===== src/core/posq_pkg.sv =====
// Purpose: Shared constants and types of the power-on init sequencer
// Assumes: 10 MHz system clock
// Notes: Stage dwell counts are small defaults; real durations are unknown
package posq_pkg;
  typedef enum {
    POSQ_OFF,
    POSQ_MEM_RESET,
    POSQ_CFG_LOAD,
    POSQ_IN_PINS,
    POSQ_LUTS,
    POSQ_SEQ_CELLS,
    POSQ_COMPLETE,
    POSQ_OUT_PINS,
    POSQ_RUN
  } posq_state_e;

  localparam int unsigned CLK_HZ = 10_000_000;
  localparam int unsigned DWELL_W = 16;
  localparam logic [15:0] DWELL_MEM_RESET = 16'h0004;
  localparam logic [15:0] DWELL_CFG_LOAD = 16'h0010;
  localparam logic [15:0] DWELL_IN_PINS = 16'h0004;
  localparam logic [15:0] DWELL_LUTS = 16'h0004;
  localparam logic [15:0] DWELL_SEQ_CELLS = 16'h0004;
  localparam logic [15:0] DWELL_COMPLETE = 16'h0002;
  // Early reference drive window, in ns
  localparam int unsigned VREF_LEAD_MIN_NS = 3000;
  localparam int unsigned VREF_LEAD_MAX_NS = 5000;
  localparam int unsigned VREF_LEAD_CYC = (VREF_LEAD_MIN_NS * (CLK_HZ / 1_000_000) + 999) / 1000;
  // Low-power reference settle time, in us
  localparam int unsigned REF_SETTLE_US = 2000;
  localparam int unsigned REF_SETTLE_CYC = REF_SETTLE_US * (CLK_HZ / 1_000_000);
  localparam int unsigned REF_CNT_W = 16;
endpackage


===== src/core/posq_dwell_if.sv =====
// Purpose: Carries a stage dwell request and its completion
// Assumes: One clock domain
// Notes: Start is a one-cycle pulse
`timescale 1ns/1ps
interface posq_dwell_if;
  logic start;
  logic [15:0] length;
  logic done;
  modport seq (output start, output length, input done);
  modport timer (input start, input length, output done);
endinterface


===== src/core/posq_dwell_timer.sv =====
// Purpose: Counts down one stage dwell
// Assumes: Length of at least one cycle
// Notes: Done is a level while idle after expiry
`timescale 1ns/1ps
module posq_dwell_timer (
  input wire logic sys_clk,
  input wire logic nrst,
  posq_dwell_if.timer dw
);
  logic [15:0] count;
  logic running;
  logic fired;
  wire expire = running && (count == 16'h0001);

  always_ff @(posedge sys_clk or negedge nrst) begin
    if (!nrst) begin
      count <= 16'h0000;
      running <= 1'b0;
      fired <= 1'b0;
    end else if (dw.start) begin
      count <= dw.length;
      running <= 1'b1;
      fired <= 1'b0;
    end else if (running) begin
      count <= count - 16'h0001;
      running <= !expire;
      fired <= expire;
    end
  end

  // Held after expiry so a stage that also waits on an input cannot stall
  assign dw.done = expire || fired;
endmodule


===== src/core/posq_sequencer.sv =====
// Purpose: Power-on init sequencer for a programmable mixed-signal device
// Assumes: power_on_threshold is an analog comparator level from outside
// Notes: Supply loss restarts the whole sequence from the first stage
`timescale 1ns/1ps
module posq_sequencer (
  input wire logic sys_clk,
  input wire logic nrst,
  input wire logic power_on_threshold,
  input wire logic cfg_load_done,
  input wire logic ref_off_req,
  input wire logic ref_in_use,
  output logic mem_reset,
  output logic cfg_load,
  output logic macro_reset,
  output logic in_pins_en,
  output logic luts_en,
  output logic seq_cells_en,
  output logic slow_oscillator_en,
  output logic fast_oscillator_en,
  output logic seq_complete,
  output logic out_pins_oe,
  output logic vref_pin_oe,
  output logic low_power_reference_en,
  output logic low_power_reference_ready
);
  import posq_pkg::*;

  posq_state_e state;
  posq_state_e next_state;
  logic thr_meta;
  logic thr_sync;
  logic ld_meta;
  logic ld_sync;
  logic ref_off_meta;
  logic ref_off_sync;
  logic [REF_CNT_W-1:0] ref_cnt;
  logic [15:0] lead_cnt;

  posq_dwell_if dw ();
  posq_dwell_timer u_timer (
    .sys_clk(sys_clk),
    .nrst(nrst),
    .dw(dw.timer)
  );

  // Pin level inputs come from outside the clock domain
  always_ff @(posedge sys_clk or negedge nrst) begin
    if (!nrst) begin
      thr_meta <= 1'b0;
      thr_sync <= 1'b0;
      ld_meta <= 1'b0;
      ld_sync <= 1'b0;
      ref_off_meta <= 1'b0;
      ref_off_sync <= 1'b0;
    end else begin
      thr_meta <= power_on_threshold;
      thr_sync <= thr_meta;
      ld_meta <= cfg_load_done;
      ld_sync <= ld_meta;
      ref_off_meta <= ref_off_req;
      ref_off_sync <= ref_off_meta;
    end
  end

  // Stage advances when its dwell expires; load also waits for the memory
  wire stage_done = dw.done;
  wire load_ok = stage_done && ld_sync;
  wire supply_lost = !thr_sync;

  always_comb begin
    next_state = state;
    if (supply_lost) begin
      next_state = POSQ_OFF;
    end else begin
      case (state)
        POSQ_OFF: next_state = POSQ_MEM_RESET;
        POSQ_MEM_RESET: if (stage_done) next_state = POSQ_CFG_LOAD;
        POSQ_CFG_LOAD: if (load_ok) next_state = POSQ_IN_PINS;
        POSQ_IN_PINS: if (stage_done) next_state = POSQ_LUTS;
        POSQ_LUTS: if (stage_done) next_state = POSQ_SEQ_CELLS;
        POSQ_SEQ_CELLS: if (stage_done) next_state = POSQ_COMPLETE;
        POSQ_COMPLETE: if (stage_done) next_state = POSQ_OUT_PINS;
        POSQ_OUT_PINS: next_state = POSQ_RUN;
        default: next_state = POSQ_RUN;
      endcase
    end
  end

  wire entering = (next_state != state);
  assign dw.start = entering;
  assign dw.length = (next_state == POSQ_MEM_RESET) ? DWELL_MEM_RESET :
                     (next_state == POSQ_CFG_LOAD) ? DWELL_CFG_LOAD :
                     (next_state == POSQ_IN_PINS) ? DWELL_IN_PINS :
                     (next_state == POSQ_LUTS) ? DWELL_LUTS :
                     (next_state == POSQ_SEQ_CELLS) ? DWELL_SEQ_CELLS :
                     DWELL_COMPLETE;

  // Stage outputs decoded from the next state so outputs stay registered
  wire n_mem_reset = (next_state == POSQ_MEM_RESET);
  wire n_cfg_load = (next_state == POSQ_CFG_LOAD);
  wire n_past_load = (next_state == POSQ_IN_PINS) || (next_state == POSQ_LUTS) ||
                     (next_state == POSQ_SEQ_CELLS) || (next_state == POSQ_COMPLETE) ||
                     (next_state == POSQ_OUT_PINS) || (next_state == POSQ_RUN);
  wire n_past_in = n_past_load && (next_state != POSQ_IN_PINS);
  wire n_past_lut = n_past_in && (next_state != POSQ_LUTS);
  wire n_past_seq = n_past_lut && (next_state != POSQ_SEQ_CELLS);
  wire n_out = (next_state == POSQ_OUT_PINS) || (next_state == POSQ_RUN);
  wire n_running = (next_state == POSQ_RUN);

  // Input pins enable at the end of their stage, after reset hold
  wire n_in_en = n_past_in;
  wire n_lut_en = n_past_lut;
  wire n_seq_en = n_past_seq;
  wire n_complete = n_out;

  always_ff @(posedge sys_clk or negedge nrst) begin
    if (!nrst) begin
      state <= POSQ_OFF;
      mem_reset <= 1'b0;
      cfg_load <= 1'b0;
      macro_reset <= 1'b1;
      in_pins_en <= 1'b0;
      luts_en <= 1'b0;
      seq_cells_en <= 1'b0;
      seq_complete <= 1'b0;
      out_pins_oe <= 1'b0;
    end else begin
      state <= next_state;
      mem_reset <= n_mem_reset;
      cfg_load <= n_cfg_load;
      macro_reset <= !n_past_load;
      in_pins_en <= n_in_en;
      luts_en <= n_lut_en;
      seq_cells_en <= n_seq_en;
      seq_complete <= n_complete;
      out_pins_oe <= n_running;
    end
  end

  // Slow oscillator starts at the end of the sequential cell stage, with seq_cells_en; fast also waits for reference ready
  always_ff @(posedge sys_clk or negedge nrst) begin
    if (!nrst) begin
      slow_oscillator_en <= 1'b0;
      fast_oscillator_en <= 1'b0;
    end else begin
      slow_oscillator_en <= n_seq_en;
      fast_oscillator_en <= n_seq_en && low_power_reference_ready;
    end
  end

  // Reference pin may lead completion by a short window
  wire lead_open = (state == POSQ_COMPLETE) && (lead_cnt >= 16'(VREF_LEAD_CYC));
  // Count kept through the completion stage so the pin enable cannot pulse
  wire lead_count = (state == POSQ_SEQ_CELLS) && !supply_lost;
  wire lead_hold = (state == POSQ_COMPLETE) && !supply_lost;
  always_ff @(posedge sys_clk or negedge nrst) begin
    if (!nrst) begin
      lead_cnt <= 16'h0000;
      vref_pin_oe <= 1'b0;
    end else begin
      lead_cnt <= lead_count ? lead_cnt + 16'h0001 : (lead_hold ? lead_cnt : 16'h0000);
      vref_pin_oe <= !supply_lost && (lead_open || n_out);
    end
  end

  // Keeping reference on avoids a long settle; off only when unused or on supply loss
  wire ref_want = thr_sync && !(ref_off_sync && !ref_in_use);
  always_ff @(posedge sys_clk or negedge nrst) begin
    if (!nrst) begin
      low_power_reference_en <= 1'b0;
      low_power_reference_ready <= 1'b0;
      ref_cnt <= '0;
    end else begin
      low_power_reference_en <= ref_want;
      if (!ref_want) begin
        ref_cnt <= '0;
        low_power_reference_ready <= 1'b0;
      end else if (ref_cnt != REF_CNT_W'(REF_SETTLE_CYC)) begin
        ref_cnt <= ref_cnt + REF_CNT_W'(1);
      end else begin
        low_power_reference_ready <= 1'b1;
      end
    end
  end

  seq_order_a: assert property (@(posedge sys_clk) disable iff (!nrst)
    $rose(luts_en) |-> in_pins_en) else $error("LUTs released before inputs");
  seq_cells_a: assert property (@(posedge sys_clk) disable iff (!nrst)
    $rose(seq_cells_en) |-> luts_en) else $error("Cells before LUTs");
  complete_low_a: assert property (@(posedge sys_clk) disable iff (!nrst)
    seq_complete |-> seq_cells_en) else $error("Completion too early");
  out_last_a: assert property (@(posedge sys_clk) disable iff (!nrst)
    $rose(out_pins_oe) |-> $past(seq_complete)) else $error("Outputs before completion");
  pins_hiz_a: assert property (@(posedge sys_clk) disable iff (!nrst)
    !thr_sync |=> !out_pins_oe) else $error("Pins driven while off");
  load_reset_a: assert property (@(posedge sys_clk) disable iff (!nrst)
    cfg_load |-> macro_reset && !in_pins_en) else $error("Released during load");
  mem_first_a: assert property (@(posedge sys_clk) disable iff (!nrst)
    $rose(cfg_load) |-> $past(mem_reset)) else $error("Load without memory reset");
  lut_low_a: assert property (@(posedge sys_clk) disable iff (!nrst)
    mem_reset |-> !luts_en && !in_pins_en && !seq_cells_en) else $error("Outputs not low");
  slow_osc_a: assert property (@(posedge sys_clk) disable iff (!nrst)
    seq_cells_en && !low_power_reference_en |-> slow_oscillator_en)
    else $error("Slow oscillator tied to reference");
endmodule


===== config.mk =====
export PLATFORM = sky130hd
export DESIGN_NAME = posq_sequencer
export DESIGN_NICKNAME = d
export VERILOG_FILES = /design/src/core/posq_pkg.sv /design/src/core/posq_dwell_if.sv /design/src/core/posq_dwell_timer.sv /design/src/core/posq_sequencer.sv
export SDC_FILE = /design/constraint.sdc
export NUM_CORES = 1
export LEC_CHECK = 0
export ABC_CLOCK_PERIOD_IN_PS = 3400
export BUFFER_PORTS_ARGS = -buffer_cell sky130_fd_sc_hd__buf_2
export CORE_MARGIN = 1
export CORE_UTILIZATION = 29
export CTS_CLUSTER_SIZE = 30
export DETAILED_ROUTE_END_ITERATION = 12
export GPL_TIMING_DRIVEN = 1
export HOLD_SLACK_MARGIN = 0.05
export SLEW_MARGIN = 25
export SYNTH_ARGS = -nofsm -noshare
export SYNTH_HDL_FRONTEND = slang
export SYNTH_HIERARCHICAL = 1
export SYNTH_SLANG_ARGS = --single-unit

===== constraint.sdc =====
create_clock -name sys_clk -period 3.4 [get_ports sys_clk]
set_clock_uncertainty 0.1 [all_clocks]
set_input_delay 0.34 -clock sys_clk [delete_from_list [all_inputs] [get_ports sys_clk]]
set_output_delay 0.34 -clock sys_clk [all_outputs]
set_load 0.01 [all_outputs]

==> results.py, run 1 <==
metrics = {
    "power": {
        "vdd_drop_max_v": 0.000198,
        "cellPowerDensity_mw_per_mm2": 447,
        "leakagePower_nw": 2.29,
        "total_power_mw": 2.42,
    },
    "routing": {
        "drt-total-wl_um": 9070,
        "drcViolationCount": 0,
        "wl_per_cell_um": 12.7,
        "antenna_left": 0,
        "drt_pass1_iterations": 5,
        "drt_iter0_drc": 242,
        "vias_per_cell": 4.75,
        "num_vias": 3384,
    },
    "critical_path": {
        "critical_path_class": "flip-flop to flip-flop",
        "path_cells": "or4_4 > nor2_1 > nand4_1 > o21bai_1 > buf_4 > nor2b_1 > o32ai_1 > or2_2 > nor4_1 > nand2_1 > o21ai_0",
        "end_kind": "flip-flop",
        "worstSetupStartpointType": "flip-flop",
        "worstPathMaxFanout": 6,
        "crit_family": "simple AND/OR/NAND/NOR gates",
        "cp_slowest_cell": "or4_4",
        "critPathRequiredTime_ps": 3530,
        "crit_arrival_ps": 3120,
        "critPathMaxStageDelay_ps": 560,
        "critPathBufInv": 1,
    },
    "grt": {
        "grt_max_degree": 47,
        "track_usage": 0.124,
        "first_global_vias": 3402,
        "gr-total-overflow": 0,
        "antenna_found_initial": 0,
        "grt_first_pass_wirelength_um": 15900,
    },
    "synth": {
        "synth_edf_count": 0,
        "synth_top_area_frac": 0.542,
        "ys_seq_area_frac": 0.548,
        "ys_warn_count": 6,
        "synth_ff_type": "dfrtp_1",
        "netlist_instances": 432,
        "yosys_register_bits": 100,
        "synth_area_leaders": "dfrtp_1, xor2_1, nand2_1",
        "syn_avg_cell_area_um2": 10.6,
        "synthArstFlopShare": 1.00,
        "synth_top_area_cell": "dfrtp_1",
        "yosys.cell_types.count": 62,
        "syn_area_mm2": 0.00457,
    },
    "die": {
        "start_util": 0.299,
        "die_x_um": 127,
        "dieArea_mm2": 0.0163,
        "ioPinCount": 19,
        "die_y_um": 127,
        "rows": 45,
        "core_mm2": 0.0153,
    },
    "clock_tree": {
        "cts_tree": "yes",
        "ctsResizeCount": 0,
        "clockRootBuffer": "clkbuf_16",
        "cts_max_level": 3,
        "clock_path_buffers": 2,
        "clkSinkCount": 100,
        "cts.reportedPaths.clkPinSlew_ps": 70,
        "numCtsBuffers": 9,
        "clkLatencyLatePin_ps": 350,
    },
    "timing": {
        "report.final.slew_viol_count": 0,
        "rsz0062_at_grt": "no",
        "finalCritPeriodShare": 0.881,
        "final-hold-violation-count": 0,
        "fin_crit_ps": 2990,
        "setup_viol": 0,
        "slew_headroom": 0.512,
        "fmax_ghz": 0.334,
        "finalSetupTns_ps": 0,
        "worst-slew-pin-transition_ps": 729,
    },
    "layout": {
        "multi_input_area_mm2": 0.00208,
        "nNetsFinal": 509,
        "drive_above_1_share": 0.127,
        "diodes": 0,
        "fin_cells": 713,
        "fillers": 1500,
        "final-seq-area_mm2": 0.00250,
        "syn_to_final_growth_pct": 18.8,
    },
    "worst_hold_path": {
        "hold_path_class": "flip-flop to flip-flop",
    },
    "place": {
        "dp.cells": 693,
        "dp_hpwl_um": 6140,
        "portBuffers": 18,
        "gp_congestion": 0.762,
    },
    "flow_run": {
        "maxCapViolations": 0,
    },
    "outcome": {
        "status": "finished, final reports clean",
    },
}
## sequential cells by signal, summed over array words and instances (netlist names), 16 cells and up
name	cells
lead_cnt	16
ref_cnt	16
state	32
u_timer/count	16
## per-layer routing
layer	GRT usage	wire, um	vias up
li1	-	-	1658
met1	0.155	4400	1651
met2	0.195	4110	58
met3	0.0322	322	17
met4	0.0686	250	0
met5	0	0	-
## cells in the mapped netlist (2+ instances only)
cell and number:
or4_1 4, and4_1 7, a21o_1 6, nor4_1 13, nor2_1 34, nor4b_1 2, nand3b_1 4, nor4_2 3
clkbuf_1 15, and3_1 4, nand2b_1 4, nand3_1 12, o2111ai_1 3, nor3b_1 2, o41ai_1 2, xnor2_1 11
a21oi_1 19, a311oi_1 5, o221a_2 3, or4_4 3, o21ai_1 5, a211oi_1 2, o21ai_0 22, xor2_1 16
dfrtp_1 99, a31oi_1 11, or3_1 4, ha_1 6, inv_1 14, and2_1 2, o31ai_1 2, or3_4 2
nor2b_1 4, nor3_1 12, nand4_1 11, mux2_2 2, nand2_1 37
## logic make-up after synthesis
group                      after synthesis  share of synthesized area
AOI/OAI and AO/OA                       88                      0.123
xor gates and xnor gates                27                     0.0518
adders and majority gates                6                     0.0164
buffers and inverters                   32                     0.0290
DFF                                    100                      0.548
muxes                                    3                    0.00712
other                                    1                   0.000821
and+or+nand+nor                        175                      0.224
## per-stage QoR
stage	utilization	setup slack, ps	hold slack [ps]	instance area [um2]
after detailed placement	0.332	442	237	5070
final	0.356	406	250	5430
after global routing	0.356	213	266	5430
after floorplan	-	703	-55.6	4720
after CTS	0.356	424	253	5430
after global placement	0.332	497	234	5070
## placed cells by master (no fill, tap or decap), types with 7 or more instances in the layout
cell	n
nor3_1	12
buf_4	11
nand3_1	12
inv_1	14
nand4_1	11
conb_1	41
o21ai_0	22
xnor2_1	11
nand2_1	37
nor4_1	13
dfrtp_1	99
a31oi_1	11
buf_2	17
nor2_1	34
clkbuf_16	9
xor2_1	16
a21oi_1	19
and4_1	7
## worst reg2reg max path: cells and delay by family, from the launching register on
| kind | cells | cell delay [ps] |
|---|---|---|
| compound gates | 3 | 880 |
| buf+inv | 1 | 190 |
| flops | 1 | 450 |
| simple gates | 7 | 1250 |
## path summary, 6_finish.rpt
kind | to | slack [ps] | cells after the start | start
hold / removal | thr_sync | 250 | 0 | thr_meta
setup reg to reg | u_timer/count[4] | 410 | 11 | u_timer/count[10]
hold reg to reg | thr_sync | 250 | 0 | thr_meta
setup / recovery | u_timer/count[4] | 410 | 11 | u_timer/count[10]
min in group asynchronous | lead_cnt[0] | 440 | 2 | nrst
max in group asynchronous | u_timer/count[1] | 1880 | 3 | nrst
## area by class of cell
type / count / area share
Timing Repair Buffer: 32 / 0.0383
Tap cell: 211 / 0.0487
Inverter: 14 / 0.00968
Clock buffer: 10 / 0.0422
Sequential cell: 100 / 0.461
Clock inverter: 6 / 0.0164
Multi-Input combinational cell: 340 / 0.383
## power breakdown
part / internal (mW) / total, mW / leakage (nW) / switching, mW
combinational: 0.0340 / 0.0938 / 0.883 / 0.0597
clock: 0.644 / 1.08 / 0.149 / 0.437
sequential: 1.23 / 1.25 / 1.25 / 0.0232
## what timing repair did
action / 4_1_cts / 5_1_grt
setup buffers: 0 / 0
setup endpoints to repair: 0 / 0
hold buffers: 4 / 0
hold endpoints to repair: 46 / 0
Power figures use the tool's default switching activity.
==> run 2: changes to the inputs <==
Settings changed: CORE_UTILIZATION 29 to 28, GPL_TIMING_DRIVEN 1 to 0.
==> results.py, run 2 (synthesis gave the netlist of run 1 again) <==
metrics = {
    "power": {
        "total_power_mw": 2.30,
        "vdd_drop_max_v": 0.000202,
        "clock_power_share": 0.416,
        "pwr-share-comb": 0.041,
        "leakagePower_nw": 2.28,
        "seqPwrFrac": 0.543,
        "power.share.switching": 0.227,
        "p_int_mw": 1.78,
        "cellPowerDensity_mw_per_mm2": 422,
        "switchingPower_uw": 522,
    },
    "layout": {
        "fin_util": 0.343,
        "syn_to_final_growth_pct": 19.3,
        "largest-register": "state",
        "layout_commonest_cell": "dfrtp_1",
        "drive_above_1_share": 0.123,
        "fillers": 1645,
        "diodes": 0,
        "final_area_mm2": 0.00545,
        "nNetsFinal": 518,
        "final-seq-area_mm2": 0.00250,
        "final_cell_mix": "dfrtp_1, conb_1, nand2_1",
        "largest_register_ffs": 32,
        "multi_input_area_mm2": 0.00210,
        "fin_cells": 727,
    },
    "routing": {
        "drt_iter0_drc": 235,
        "vias_per_cell": 4.69,
        "num_vias": 3407,
        "drcViolationCount": 0,
        "antenna_left": 0,
        "wl_per_cell_um": 12.7,
        "drt-total-wl_um": 9270,
        "drt_pass1_iterations": 4,
    },
    "grt": {
        "grt_max_degree": 58,
        "track_usage": 0.122,
        "antenna_found_initial": 0,
        "first_global_vias": 3404,
        "gr-total-overflow": 0,
        "grt_first_pass_wirelength_um": 16100,
    },
    "critical_path": {
        "crit_family": "simple AND/OR/NAND/NOR gates",
        "path_cells": "or4_4 > nor2_1 > nand4_1 > o21bai_1 > buf_1 > nand2b_1 > o32ai_2 > or2_2 > nor4_1 > nand2_1 > o21ai_0",
        "reg2reg_from": "u_timer/count[10]",
        "critPathBufInv": 1,
        "path_depth": 11,
        "r2r_cells": 11,
        "cp_slowest_cell": "or4_4",
        "crit_arrival_ps": 3250,
        "r2r_end": "u_timer/count[4]",
        "end_kind": "flip-flop",
        "critPathRequiredTime_ps": 3570,
        "worstPathMaxFanout": 9,
        "critical_path_class": "flip-flop to flip-flop",
        "reg2reg_slack_ps": 320,
        "critPathMaxStageDelay_ps": 560,
        "worstSetupStartpointType": "flip-flop",
    },
    "timing": {
        "report.final.slew_viol_count": 0,
        "finalCritPeriodShare": 0.907,
        "setup_viol": 0,
        "fmax_ghz": 0.324,
        "fin_crit_ps": 3080,
        "final-hold-violation-count": 0,
        "slew_headroom": 0.349,
        "worst-slew-pin-transition_ps": 968,
    },
    "die": {
        "die_y_um": 130,
        "die_x_um": 130,
        "rows": 46,
        "core_mm2": 0.0159,
        "dieArea_mm2": 0.0168,
        "ioPinCount": 19,
        "start_util": 0.287,
    },
    "flow_run": {
        "maxCapViolations": 0,
    },
    "worst_hold_path": {
        "hold_depth": 0,
        "worstHoldEndpoint": "thr_sync",
        "hold_start": "thr_meta",
        "hold_path_class": "flip-flop to flip-flop",
    },
    "clock_tree": {
        "cts_max_level": 3,
        "clkSinkCount": 100,
        "clock_path_buffers": 2,
        "cts.reportedPaths.clkPinSlew_ps": 70,
        "numCtsBuffers": 9,
        "clkLatencyLatePin_ps": 350,
        "clockRootBuffer": "clkbuf_16",
        "cts_setup_buffers": 0,
        "cts_tree": "yes",
    },
    "place": {
        "gp_congestion": 0.796,
        "place_area_mm2": 0.00511,
        "dp.cells": 707,
        "dp_hpwl_um": 6450,
        "portBuffers": 18,
    },
    "outcome": {
        "status": "finished, final reports clean",
    },
}
-- run 2: routing by layer --
layer	GRT usage	vias up	wire (um)
met2	0.201	55	4320
li1	-	1685	-
met1	0.155	1655	4440
met3	0.0353	12	356
met5	0	-	0
met4	0.0390	0	146
-- run 2: final cells by class --
| type | count | area share |
|---|---|---|
| repair buffers | 23 | 0.0301 |
| clock inverters | 5 | 0.00689 |
| flip-flops and latches | 100 | 0.459 |
| well taps | 216 | 0.0496 |
| plain buffers | 18 | 0.0154 |
| clock buffers | 11 | 0.0445 |
| multi-input cells | 340 | 0.385 |
| inverters | 14 | 0.00964 |
-- run 2: repair_timing --
action                     CTS  global route
resized for setup            0             9
setup endpoints to repair    0            18
hold endpoints to repair    45             0
hold buffers                 4             0
-- run 2: per-stage QoR --
stage	hold slack (ps)	setup TNS, ps	worst slack (ps)
6_report	247	0	317
5_1_grt	262	-1.32	-1.32
4_1_cts	250	0	192
3_5_place_dp	193	0	215
3_3_place_gp	231	0	246
2_1_floorplan	-55.6	0	703
-- run 2: worst register-to-register path: stages, from the launching register on --
cell,delay [ps]
dfrtp_1,450
or4_4,560
nor2_1,120
nand4_1,180
o21bai_1,190
buf_1,300
nand2b_1,190
o32ai_2,130
or2_2,330
nor4_1,290
nand2_1,90
o21ai_0,70
-- run 2: how the worst max path moves through the flow --
stage	start	end	slack, ps
after floorplan	u_timer/count[10]	u_timer/count[10]	700
after global placement	u_timer/count[10]	u_timer/count[10]	250
after detailed placement	u_timer/count[10]	u_timer/count[12]	210
after CTS	u_timer/count[10]	u_timer/count[12]	190
after global routing	u_timer/count[11]	u_timer/count[6]	-1
final	u_timer/count[10]	u_timer/count[4]	320
-- run 2: power by group through the flow --
stage          registers, mW  clock network, mW  logic (mW)
2_1_floorplan           1.27                  0      0.0433
3_3_place_gp            1.27                  0      0.0846
3_5_place_dp            1.27                  0      0.0926
4_1_cts                 1.25              0.992      0.0964
5_1_grt                 1.25               1.05       0.112
6_report                1.25              0.956      0.0951
